--- config.mk ---
export PLATFORM = sky130hd
export DESIGN_NAME = flash_guard_host
export DESIGN_NICKNAME = d
export VERILOG_FILES = /design/src/verilog/flash_guard_pkg.sv /design/src/verilog/pin_sync.sv /design/src/verilog/flash_guard_host.sv
export VERILOG_INCLUDE_DIRS = /design/src /design/src/verilog
export SDC_FILE = /design/constraint.sdc
export NUM_CORES = 1
export LEC_CHECK = 0
export ABC_AREA = 1
export BUFFER_PORTS_ARGS = -buffer_cell sky130_fd_sc_hd__buf_2
export CAP_MARGIN = 5
export CORE_MARGIN = 10
export CORE_UTILIZATION = 56
export CTS_CLUSTER_SIZE = 20
export DETAILED_ROUTE_END_ITERATION = 10
export PLACE_DENSITY = 0.84
export SYNTH_ARGS = -nofsm -noshare
export SYNTH_HDL_FRONTEND = slang
export SYNTH_SLANG_ARGS = --single-unit
--- constraint.sdc ---
create_clock -name clk -period 2.1 [get_ports clk]
set_input_delay 0.21 -clock clk [delete_from_list [all_inputs] [get_ports clk]]
set_output_delay 0.21 -clock clk [all_outputs]
set_load 0.05 [all_outputs]
--- src/verilog/flash_guard_defs.svh ---
// register map, field positions, reset values and timing counts
`ifndef FLASH_GUARD_DEFS_SVH
`define FLASH_GUARD_DEFS_SVH

`define OFS_CTRL 12'h000
`define OFS_ADDR 12'h004
`define OFS_WDATA 12'h008
`define OFS_STATUS 12'h00C
`define OFS_RDATA 12'h010

`define CTRL_GO 0
`define CTRL_OP_LO 1
`define CTRL_OP_HI 2
`define CTRL_WP 4
`define CTRL_RST 5

`define STAT_BUSY 0
`define STAT_DONE 1
`define STAT_TMO 2
`define STAT_RDY 3
`define STAT_REFUSED 4

`define CTRL_WP_RESET 1'b1
`define CTRL_RST_RESET 1'b0
`define TOGGLE_BIT 6

`define CLK_PERIOD_NS 8
`define T_SETUP_NS 10
`define T_WE_LOW_NS 35
`define T_HOLD_NS 20
`define T_ACCESS_NS 80
`define T_GAP_NS 20
`define SYNC_STAGES 2
`define CYC_SETUP ((`T_SETUP_NS + `CLK_PERIOD_NS - 1) / `CLK_PERIOD_NS)
`define CYC_WE ((`T_WE_LOW_NS + `CLK_PERIOD_NS - 1) / `CLK_PERIOD_NS)
`define CYC_HOLD ((`T_HOLD_NS + `CLK_PERIOD_NS - 1) / `CLK_PERIOD_NS)
`define CYC_ACCESS \
    ((`T_ACCESS_NS + `CLK_PERIOD_NS - 1) / `CLK_PERIOD_NS + `SYNC_STAGES)
`define CYC_GAP ((`T_GAP_NS + `CLK_PERIOD_NS - 1) / `CLK_PERIOD_NS)
`define POLL_LIMIT_DEFAULT 16'h4E20

`endif

--- src/verilog/flash_guard_pkg.sv ---
// types shared by the flash protection host controller
package flash_guard_pkg;
    typedef enum logic [2:0] {
        ST_IDLE,
        ST_W_SETUP,
        ST_W_LOW,
        ST_W_HOLD,
        ST_R_ACCESS,
        ST_R_GAP
    } state_t;

    typedef enum logic [1:0] {
        OP_WRITE,
        OP_READ,
        OP_POLL,
        OP_SPARE
    } op_t;
endpackage : flash_guard_pkg

--- src/verilog/pin_sync.sv ---
// two-flop synchroniser for pin inputs
`timescale 1ns/100ps
module pin_sync #(
    parameter int W = 17
) (
    // clock and reset
    input wire logic clk,
    input wire logic rst_n,
    // pins in, synchronised out
    input wire logic [W-1:0] d,
    output logic [W-1:0] q
);
    typedef struct packed {
        logic [W-1:0] s1;
        logic [W-1:0] s2;
    } sync_t;

    sync_t s_q;
    sync_t s_d;

    always_comb begin
        s_d.s1 = d;
        s_d.s2 = s_q.s1;
    end

    always_ff @(posedge clk or negedge rst_n) begin
        if (!rst_n) begin
            s_q <= '0;
        end else begin
            s_q <= s_d;
        end
    end

    assign q = s_q.s2;
endmodule : pin_sync

--- src/verilog/flash_guard_host.sv ---
// host controller issuing command cycles to a protected parallel flash
//
// The placing of the registers and the APB register port were left to the implementer.
`timescale 1ns/100ps
`include "flash_guard_defs.svh"

// Behaviour
// - host issues exit only after the operation completes
// - host tracks completion by toggle bit and ready/busy only
// - host sets freeze only after all guard bits configured; the host does not check this, it passes each command as a plain write
// - host keeps write-protect level stable during any sequence
module flash_guard_host
    import flash_guard_pkg::*;
#(
    parameter logic [15:0] POLL_LIMIT = `POLL_LIMIT_DEFAULT
) (
    // clock and reset
    input wire logic clk,
    input wire logic rst_n,
    // apb slave
    input wire logic [11:0] paddr,
    input wire logic psel,
    input wire logic penable,
    input wire logic pwrite,
    input wire logic [31:0] pwdata,
    output logic [31:0] prdata,
    output logic pready,
    output logic pslverr,
    // flash pins
    output logic [21:0] flash_addr,
    output logic [15:0] dq_out,
    output logic dq_oe,
    input wire logic [15:0] dq_in,
    output logic ce_n,
    output logic we_n,
    output logic oe_n,
    output logic flash_reset_n,
    output logic write_protect_accel_pin,
    input wire logic ready_busy_out
);
    typedef struct packed {
        state_t st;
        logic [3:0] cnt;
        op_t op;
        logic [21:0] addr;
        logic [15:0] wdata;
        logic [15:0] rdata;
        logic [15:0] prev;
        logic have_prev;
        logic [15:0] polls;
        logic ctrl_wp;
        logic ctrl_rst;
        logic wp_pin;
        logic rst_pin_n;
        logic done;
        logic tmo;
        logic refused;
        logic ce_n;
        logic we_n;
        logic oe_n;
        logic dq_oe;
        logic pready;
        logic [31:0] prdata;
        logic pslverr;
    } host_t;

    host_t s_q;
    host_t s_d;
    logic [15:0] dq_s;
    logic rdy_s;
    logic wr_acc;
    logic go_req;
    logic start_rd;

    pin_sync #(.W(17)) u_sync (
        .clk(clk),
        .rst_n(rst_n),
        .d({ready_busy_out, dq_in}),
        .q({rdy_s, dq_s})
    );

    assign wr_acc = psel && penable && s_q.pready && pwrite;
    assign go_req = wr_acc && (paddr == `OFS_CTRL) && pwdata[`CTRL_GO];

    always_comb begin
        s_d = s_q;
        start_rd = 1'b0;
        // apb answers one cycle after setup
        s_d.pready = psel && !penable;
        s_d.pslverr = 1'b0;
        if (psel && !penable) begin
            unique case (paddr)
                `OFS_CTRL: begin
                    s_d.prdata = 32'h0000_0000;
                    s_d.prdata[`CTRL_OP_HI:`CTRL_OP_LO] = s_q.op;
                    s_d.prdata[`CTRL_WP] = s_q.ctrl_wp;
                    s_d.prdata[`CTRL_RST] = s_q.ctrl_rst;
                end
                `OFS_ADDR: s_d.prdata = {10'h000, s_q.addr};
                `OFS_WDATA: s_d.prdata = {16'h0000, s_q.wdata};
                `OFS_STATUS: begin
                    s_d.prdata = 32'h0000_0000;
                    s_d.prdata[`STAT_BUSY] = s_q.st != ST_IDLE;
                    s_d.prdata[`STAT_DONE] = s_q.done;
                    s_d.prdata[`STAT_TMO] = s_q.tmo;
                    s_d.prdata[`STAT_RDY] = rdy_s;
                    s_d.prdata[`STAT_REFUSED] = s_q.refused;
                end
                `OFS_RDATA: s_d.prdata = {16'h0000, s_q.rdata};
                default: begin
                    s_d.prdata = 32'h0000_0000;
                    s_d.pslverr = 1'b1;
                end
            endcase
        end
        if (wr_acc) begin
            unique case (paddr)
                `OFS_CTRL: begin
                    s_d.ctrl_wp = pwdata[`CTRL_WP];
                    s_d.ctrl_rst = pwdata[`CTRL_RST];
                end
                `OFS_ADDR: s_d.addr = pwdata[21:0];
                `OFS_WDATA: s_d.wdata = pwdata[15:0];
                `OFS_STATUS: begin
                    if (pwdata[`STAT_REFUSED]) begin
                        s_d.refused = 1'b0;
                    end
                end
                default: begin
                end
            endcase
        end
        // pin levels follow control bits only between sequences
        if (s_q.st == ST_IDLE && !go_req) begin
            s_d.wp_pin = s_q.ctrl_wp;
            s_d.rst_pin_n = !s_q.ctrl_rst;
        end
        // a new request while one runs is refused, so exit waits
        if (go_req && s_q.st != ST_IDLE) begin
            s_d.refused = 1'b1;
        end
        unique case (s_q.st)
            ST_IDLE: begin
                if (go_req) begin
                    // each cycle is a plain write, so software keeps the
                    // freeze command after all guard bits are set
                    s_d.op = op_t'(pwdata[`CTRL_OP_HI:`CTRL_OP_LO]);
                    s_d.done = 1'b0;
                    s_d.tmo = 1'b0;
                    s_d.have_prev = 1'b0;
                    s_d.polls = 16'h0000;
                    s_d.ce_n = 1'b0;
                    if (op_t'(pwdata[`CTRL_OP_HI:`CTRL_OP_LO]) == OP_WRITE)
                    begin
                        s_d.dq_oe = 1'b1;
                        s_d.st = ST_W_SETUP;
                        s_d.cnt = 4'(`CYC_SETUP - 1);
                    end else begin
                        start_rd = 1'b1;
                    end
                end
            end
            ST_W_SETUP: begin
                s_d.cnt = s_q.cnt - 4'h1;
                if (s_q.cnt == 4'h0) begin
                    s_d.we_n = 1'b0;
                    s_d.st = ST_W_LOW;
                    s_d.cnt = 4'(`CYC_WE - 1);
                end
            end
            ST_W_LOW: begin
                s_d.cnt = s_q.cnt - 4'h1;
                if (s_q.cnt == 4'h0) begin
                    s_d.we_n = 1'b1;
                    s_d.st = ST_W_HOLD;
                    s_d.cnt = 4'(`CYC_HOLD - 1);
                end
            end
            ST_W_HOLD: begin
                s_d.cnt = s_q.cnt - 4'h1;
                if (s_q.cnt == 4'h0) begin
                    s_d.ce_n = 1'b1;
                    s_d.dq_oe = 1'b0;
                    s_d.st = ST_IDLE;
                    s_d.done = 1'b1;
                end
            end
            ST_R_ACCESS: begin
                s_d.cnt = s_q.cnt - 4'h1;
                if (s_q.cnt == 4'h0) begin
                    s_d.rdata = dq_s;
                    s_d.oe_n = 1'b1;
                    s_d.ce_n = 1'b1;
                    s_d.st = ST_R_GAP;
                    s_d.cnt = 4'(`CYC_GAP - 1);
                end
            end
            ST_R_GAP: begin
                s_d.cnt = s_q.cnt - 4'h1;
                if (s_q.cnt == 4'h0) begin
                    if (s_q.op != OP_POLL) begin
                        s_d.st = ST_IDLE;
                        s_d.done = 1'b1;
                    end else if (s_q.have_prev && rdy_s &&
                        s_q.rdata[`TOGGLE_BIT] == s_q.prev[`TOGGLE_BIT])
                    begin
                        // toggle stopped and ready high: finished
                        s_d.st = ST_IDLE;
                        s_d.done = 1'b1;
                    end else if (s_q.polls == POLL_LIMIT) begin
                        s_d.st = ST_IDLE;
                        s_d.done = 1'b1;
                        s_d.tmo = 1'b1;
                    end else begin
                        s_d.prev = s_q.rdata;
                        s_d.have_prev = 1'b1;
                        s_d.polls = s_q.polls + 16'h0001;
                        s_d.ce_n = 1'b0;
                        start_rd = 1'b1;
                    end
                end
            end
            default: begin
                s_d.st = ST_IDLE;
            end
        endcase
        if (start_rd) begin
            s_d.oe_n = 1'b0;
            s_d.st = ST_R_ACCESS;
            s_d.cnt = 4'(`CYC_ACCESS - 1);
        end
    end

    always_ff @(posedge clk or negedge rst_n) begin
        if (!rst_n) begin
            s_q <= '0;
            s_q.st <= ST_IDLE;
            s_q.op <= OP_WRITE;
            s_q.ctrl_wp <= `CTRL_WP_RESET;
            s_q.ctrl_rst <= `CTRL_RST_RESET;
            s_q.wp_pin <= `CTRL_WP_RESET;
            s_q.rst_pin_n <= 1'b1;
            s_q.ce_n <= 1'b1;
            s_q.we_n <= 1'b1;
            s_q.oe_n <= 1'b1;
        end else begin
            s_q <= s_d;
        end
    end

    assign prdata = s_q.prdata;
    assign pready = s_q.pready;
    assign pslverr = s_q.pslverr;
    assign flash_addr = s_q.addr;
    assign dq_out = s_q.wdata;
    assign dq_oe = s_q.dq_oe;
    assign ce_n = s_q.ce_n;
    assign we_n = s_q.we_n;
    assign oe_n = s_q.oe_n;
    assign flash_reset_n = s_q.rst_pin_n;
    assign write_protect_accel_pin = s_q.wp_pin;
endmodule : flash_guard_host

==> impl_summary.log <==
INFO  metric synth_area = 7320 um2
INFO  metric asyncSetResetFlopFracSynth = 1.00
INFO  metric path_max_fanout = 23
INFO  metric first_pass_iters = 6
INFO  metric antenna_left = 0
INFO  metric vdd.ir_drop.worst = between 0.5 and 0.6 mV
INFO  metric timing.reg2reg.setup_slack = 0.17 ns
INFO  metric number_of_enable_flip_flop_cells_after_synthesis = 0
INFO  metric overflow_after_grt = 0
INFO  metric routed_wirelength = 17300 um
INFO  metric synth-main-ff-cell = dfrtp_1
INFO  metric multiInputGateArea = 2640 um2
INFO  metric grt_pass1_wl = 28200 um
INFO  metric layout_setup_ws = 0.172 ns
INFO  metric pre_cts_slack = 0.182 ns
INFO  metric finalSetupViolations = 0
INFO  metric hold_ws = 0.0159 ns
INFO  metric number_of_global_route_vias_before_repair = 5541
INFO  metric cts_sinks = 150
INFO  metric globalplace.congestion = between 0.9 and 1
INFO  metric core_area = 12700 um2
INFO  metric start_kind = register
INFO  metric die_width = 134 um
INFO  metric tritoncts = done
INFO  metric synth-warning-count = 0
INFO  metric cellPowerDensity = 762 nW/um2
INFO  metric floorplan.initialDensity = 0.576
INFO  metric power.total = 0.00649 W
INFO  metric worst_ep_arrival_time = 2.24 ns
INFO  metric vias = 5692
INFO  metric cts_buffer_depth = 2
INFO  metric finish.net_count = 964
INFO  metric grt_use_total = 0.194
INFO  metric synth.distinct_cells = 44
INFO  metric post_synth.cell_area_avg = 9.20 um2
INFO  metric dieArea = between 15000 and 20000 um2
INFO  metric post_route_cells_drive_above_1_share = 0.284
INFO  metric post-route-period-util = 0.918
INFO  metric tightestPinTransition = 0.618 ns
INFO  metric cts_htree_levels = 4
INFO  metric placementRows = 41
INFO  metric synth_seq_area_share = 0.514
INFO  metric achievable-frequency = about 0.52 GHz
INFO  metric antenna_found_initial = 1
INFO  metric crit_required = ~2.4 ns
INFO  metric clkTransAtPathRegs = 0.06 ns
INFO  metric final_period_minus_worst_setup_slack = 1.93 ns
INFO  metric status = completed
INFO  metric met1_use_gr = 0.245
INFO  metric power.leakage = 4.41 nW
INFO  metric die_height = 134 um
INFO  metric grt.met3_usage = 0.0489
INFO  metric post-route-drc-count = 0
INFO  metric pin_count_of_the_biggest_net_entering_global_routing = 55
INFO  metric area_growth_syn_to_layout = 16.3%
INFO  metric hold_viol_final = 0
INFO  metric timing.setup.tns = 0 ns
INFO  metric crit_path_end_kind = register
INFO  metric clock_skew = 0.00805 ns
INFO  metric wl_per_cell = 16.0 um
INFO  metric viasPerCell = 5.27
INFO  metric final-max-slew-violation-count = 0
INFO  metric cts_buffers = 17
INFO  metric cts-root-buf = clkbuf_16
INFO  metric final_common_cell = nand2_1
INFO  metric timing.slew.headroom = 0.588
INFO  metric place.port_buffers = 123
INFO  metric hold_class = in -> reg
INFO  metric synth-seq-cells = 150
INFO  metric place.detailed.hpwl = 12300 um
INFO  metric max-cap-violations = 0
INFO  metric yosys.area.top_type = dfrtp_1
INFO  metric dr.first_iter.drc_count = between 500 and 600
INFO  metric netlist_top_cells_area = dfrtp_1 49%, nand2_1 8.7%, buf_4 7.3%
INFO  metric ff_latch_area = 3760 um2
INFO  metric grt.met2_usage = 0.307
INFO  metric place_area = 7680 um2
INFO  metric final.fill_count = a little under 1000
INFO  metric synth.top_cell.area_share = 0.492
INFO  metric timing_worst_setup_path_type = reg -> reg
INFO  metric layout_common_cells = 170 x nand2_1, 144 x dfrtp_1, 122 x buf_2
INFO  metric busiest_layer = met2
INFO  metric synthCells = 796
INFO  metric io_pins = 144
INFO  metric final_instance_area = roughly 8500 um2
INFO  metric clk_latency = around 0.43 ns
## layout make-up
| cell class | count | share of cell area |
|---|---|---|
| Tap cell | 172 | 0.0253 |
| Antenna cell | 1 | 0.000294 |
| Multi-Input combinational cell | 488 | 0.309 |
| Clock buffer | 20 | 0.0525 |
| Inverter | 78 | 0.0348 |
| Clock inverter | 12 | 0.0207 |
| Timing Repair Buffer | 160 | 0.115 |
| Sequential cell | 150 | 0.442 |
## worst paths after layout
path | end | from | depth (start not counted)
setup reg to reg | s_q[87]$_DFFE_PN0P_ | s_q[134]$_DFFE_PN0P_ | 8
max in group asynchronous | write_protect_accel_pin$_DFFE_PN1P_ | rst_n | 3
min in group asynchronous | prdata[12]$_DFFE_PN0P_ | rst_n | 2
hold / removal | flash_addr[18]$_DFFE_PN0P_ | pwdata[18] | 2
setup / recovery | s_q[87]$_DFFE_PN0P_ | s_q[134]$_DFFE_PN0P_ | 8
hold reg to reg | u_sync.q[12]$_DFF_PN0_ | u_sync.s_d[12]$_DFF_PN0_ | 0
## per-layer routing
metal	share of wire	up-vias
met2	0.48	234
li1	-	2695
met3	0.065	47
met1	0.43	2716
met5	0	-
met4	0.029	0
## worst max-delay path: stages (launching register included)
cell,delay (ns)
dfrtp_1,0.37
inv_1,0.12
ha_1,0.19
nand2_1,0.11
nor2_4,0.20
buf_4,0.14
nand4_2,0.11
buf_4,0.26
mux2_2,0.30
## flip-flops by register name, summed over array words and instances (netlist names)
name,count
ce_n,1
dq_oe,1
dq_out,16
flash_addr,22
flash_reset_n,1
oe_n,1
prdata,22
pready,1
pslverr,1
s_q,48
u_sync.q,17
u_sync.s_d,17
we_n,1
write_protect_accel_pin,1
## cell usage after synthesis (6+ instances only)
cell,n
nand2_1,170
dfstp_2,6
nand2_2,8
dfrtp_1,144
nor2_4,6
inv_1,73
buf_6,8
nor3_1,10
nor2_1,51
mux2_4,6
nand4_1,9
a21oi_1,21
o21ai_2,24
buf_4,71
mux2_2,10
o21ai_0,42
o21ai_1,19
nand3_1,61
## timing repair
| action | in CTS | in global routing |
|---|---|---|
| endpoints found under the hold margin | 68 | 0 |
| setup endpoints to repair | 0 | 7 |
| gates resized for setup | 0 | 1 |
| hold buffers | 18 | 0 |
| setup buffers | 0 | 3 |
## where the power goes
group | switching (W) | total [W] | leakage (nW) | internal (W)
clock network | 0.00121 | 0.00322 | 0.300 | 0.00202
registers | 0.0000193 | 0.00295 | 1.93 | 0.00293
logic | 0.000218 | 0.000314 | 2.18 | 0.0000965
## per-stage QoR
stage               cells   util
floorplan             805      -
global placement     1027  0.604
detailed placement   1027  0.604
CTS                  1077  0.667
global route         1081  0.669
finish               1081  0.669
## logic make-up after synthesis
logic type,share of synthesized area
compound gates,0.0924
xor+xnor,0.00598
fa+ha+maj,0.00513
buf+inv,0.132
flops,0.514
mux,0.0277
other cells,0.000512
simple gates,0.223
(Power assumes the default switching activity.)
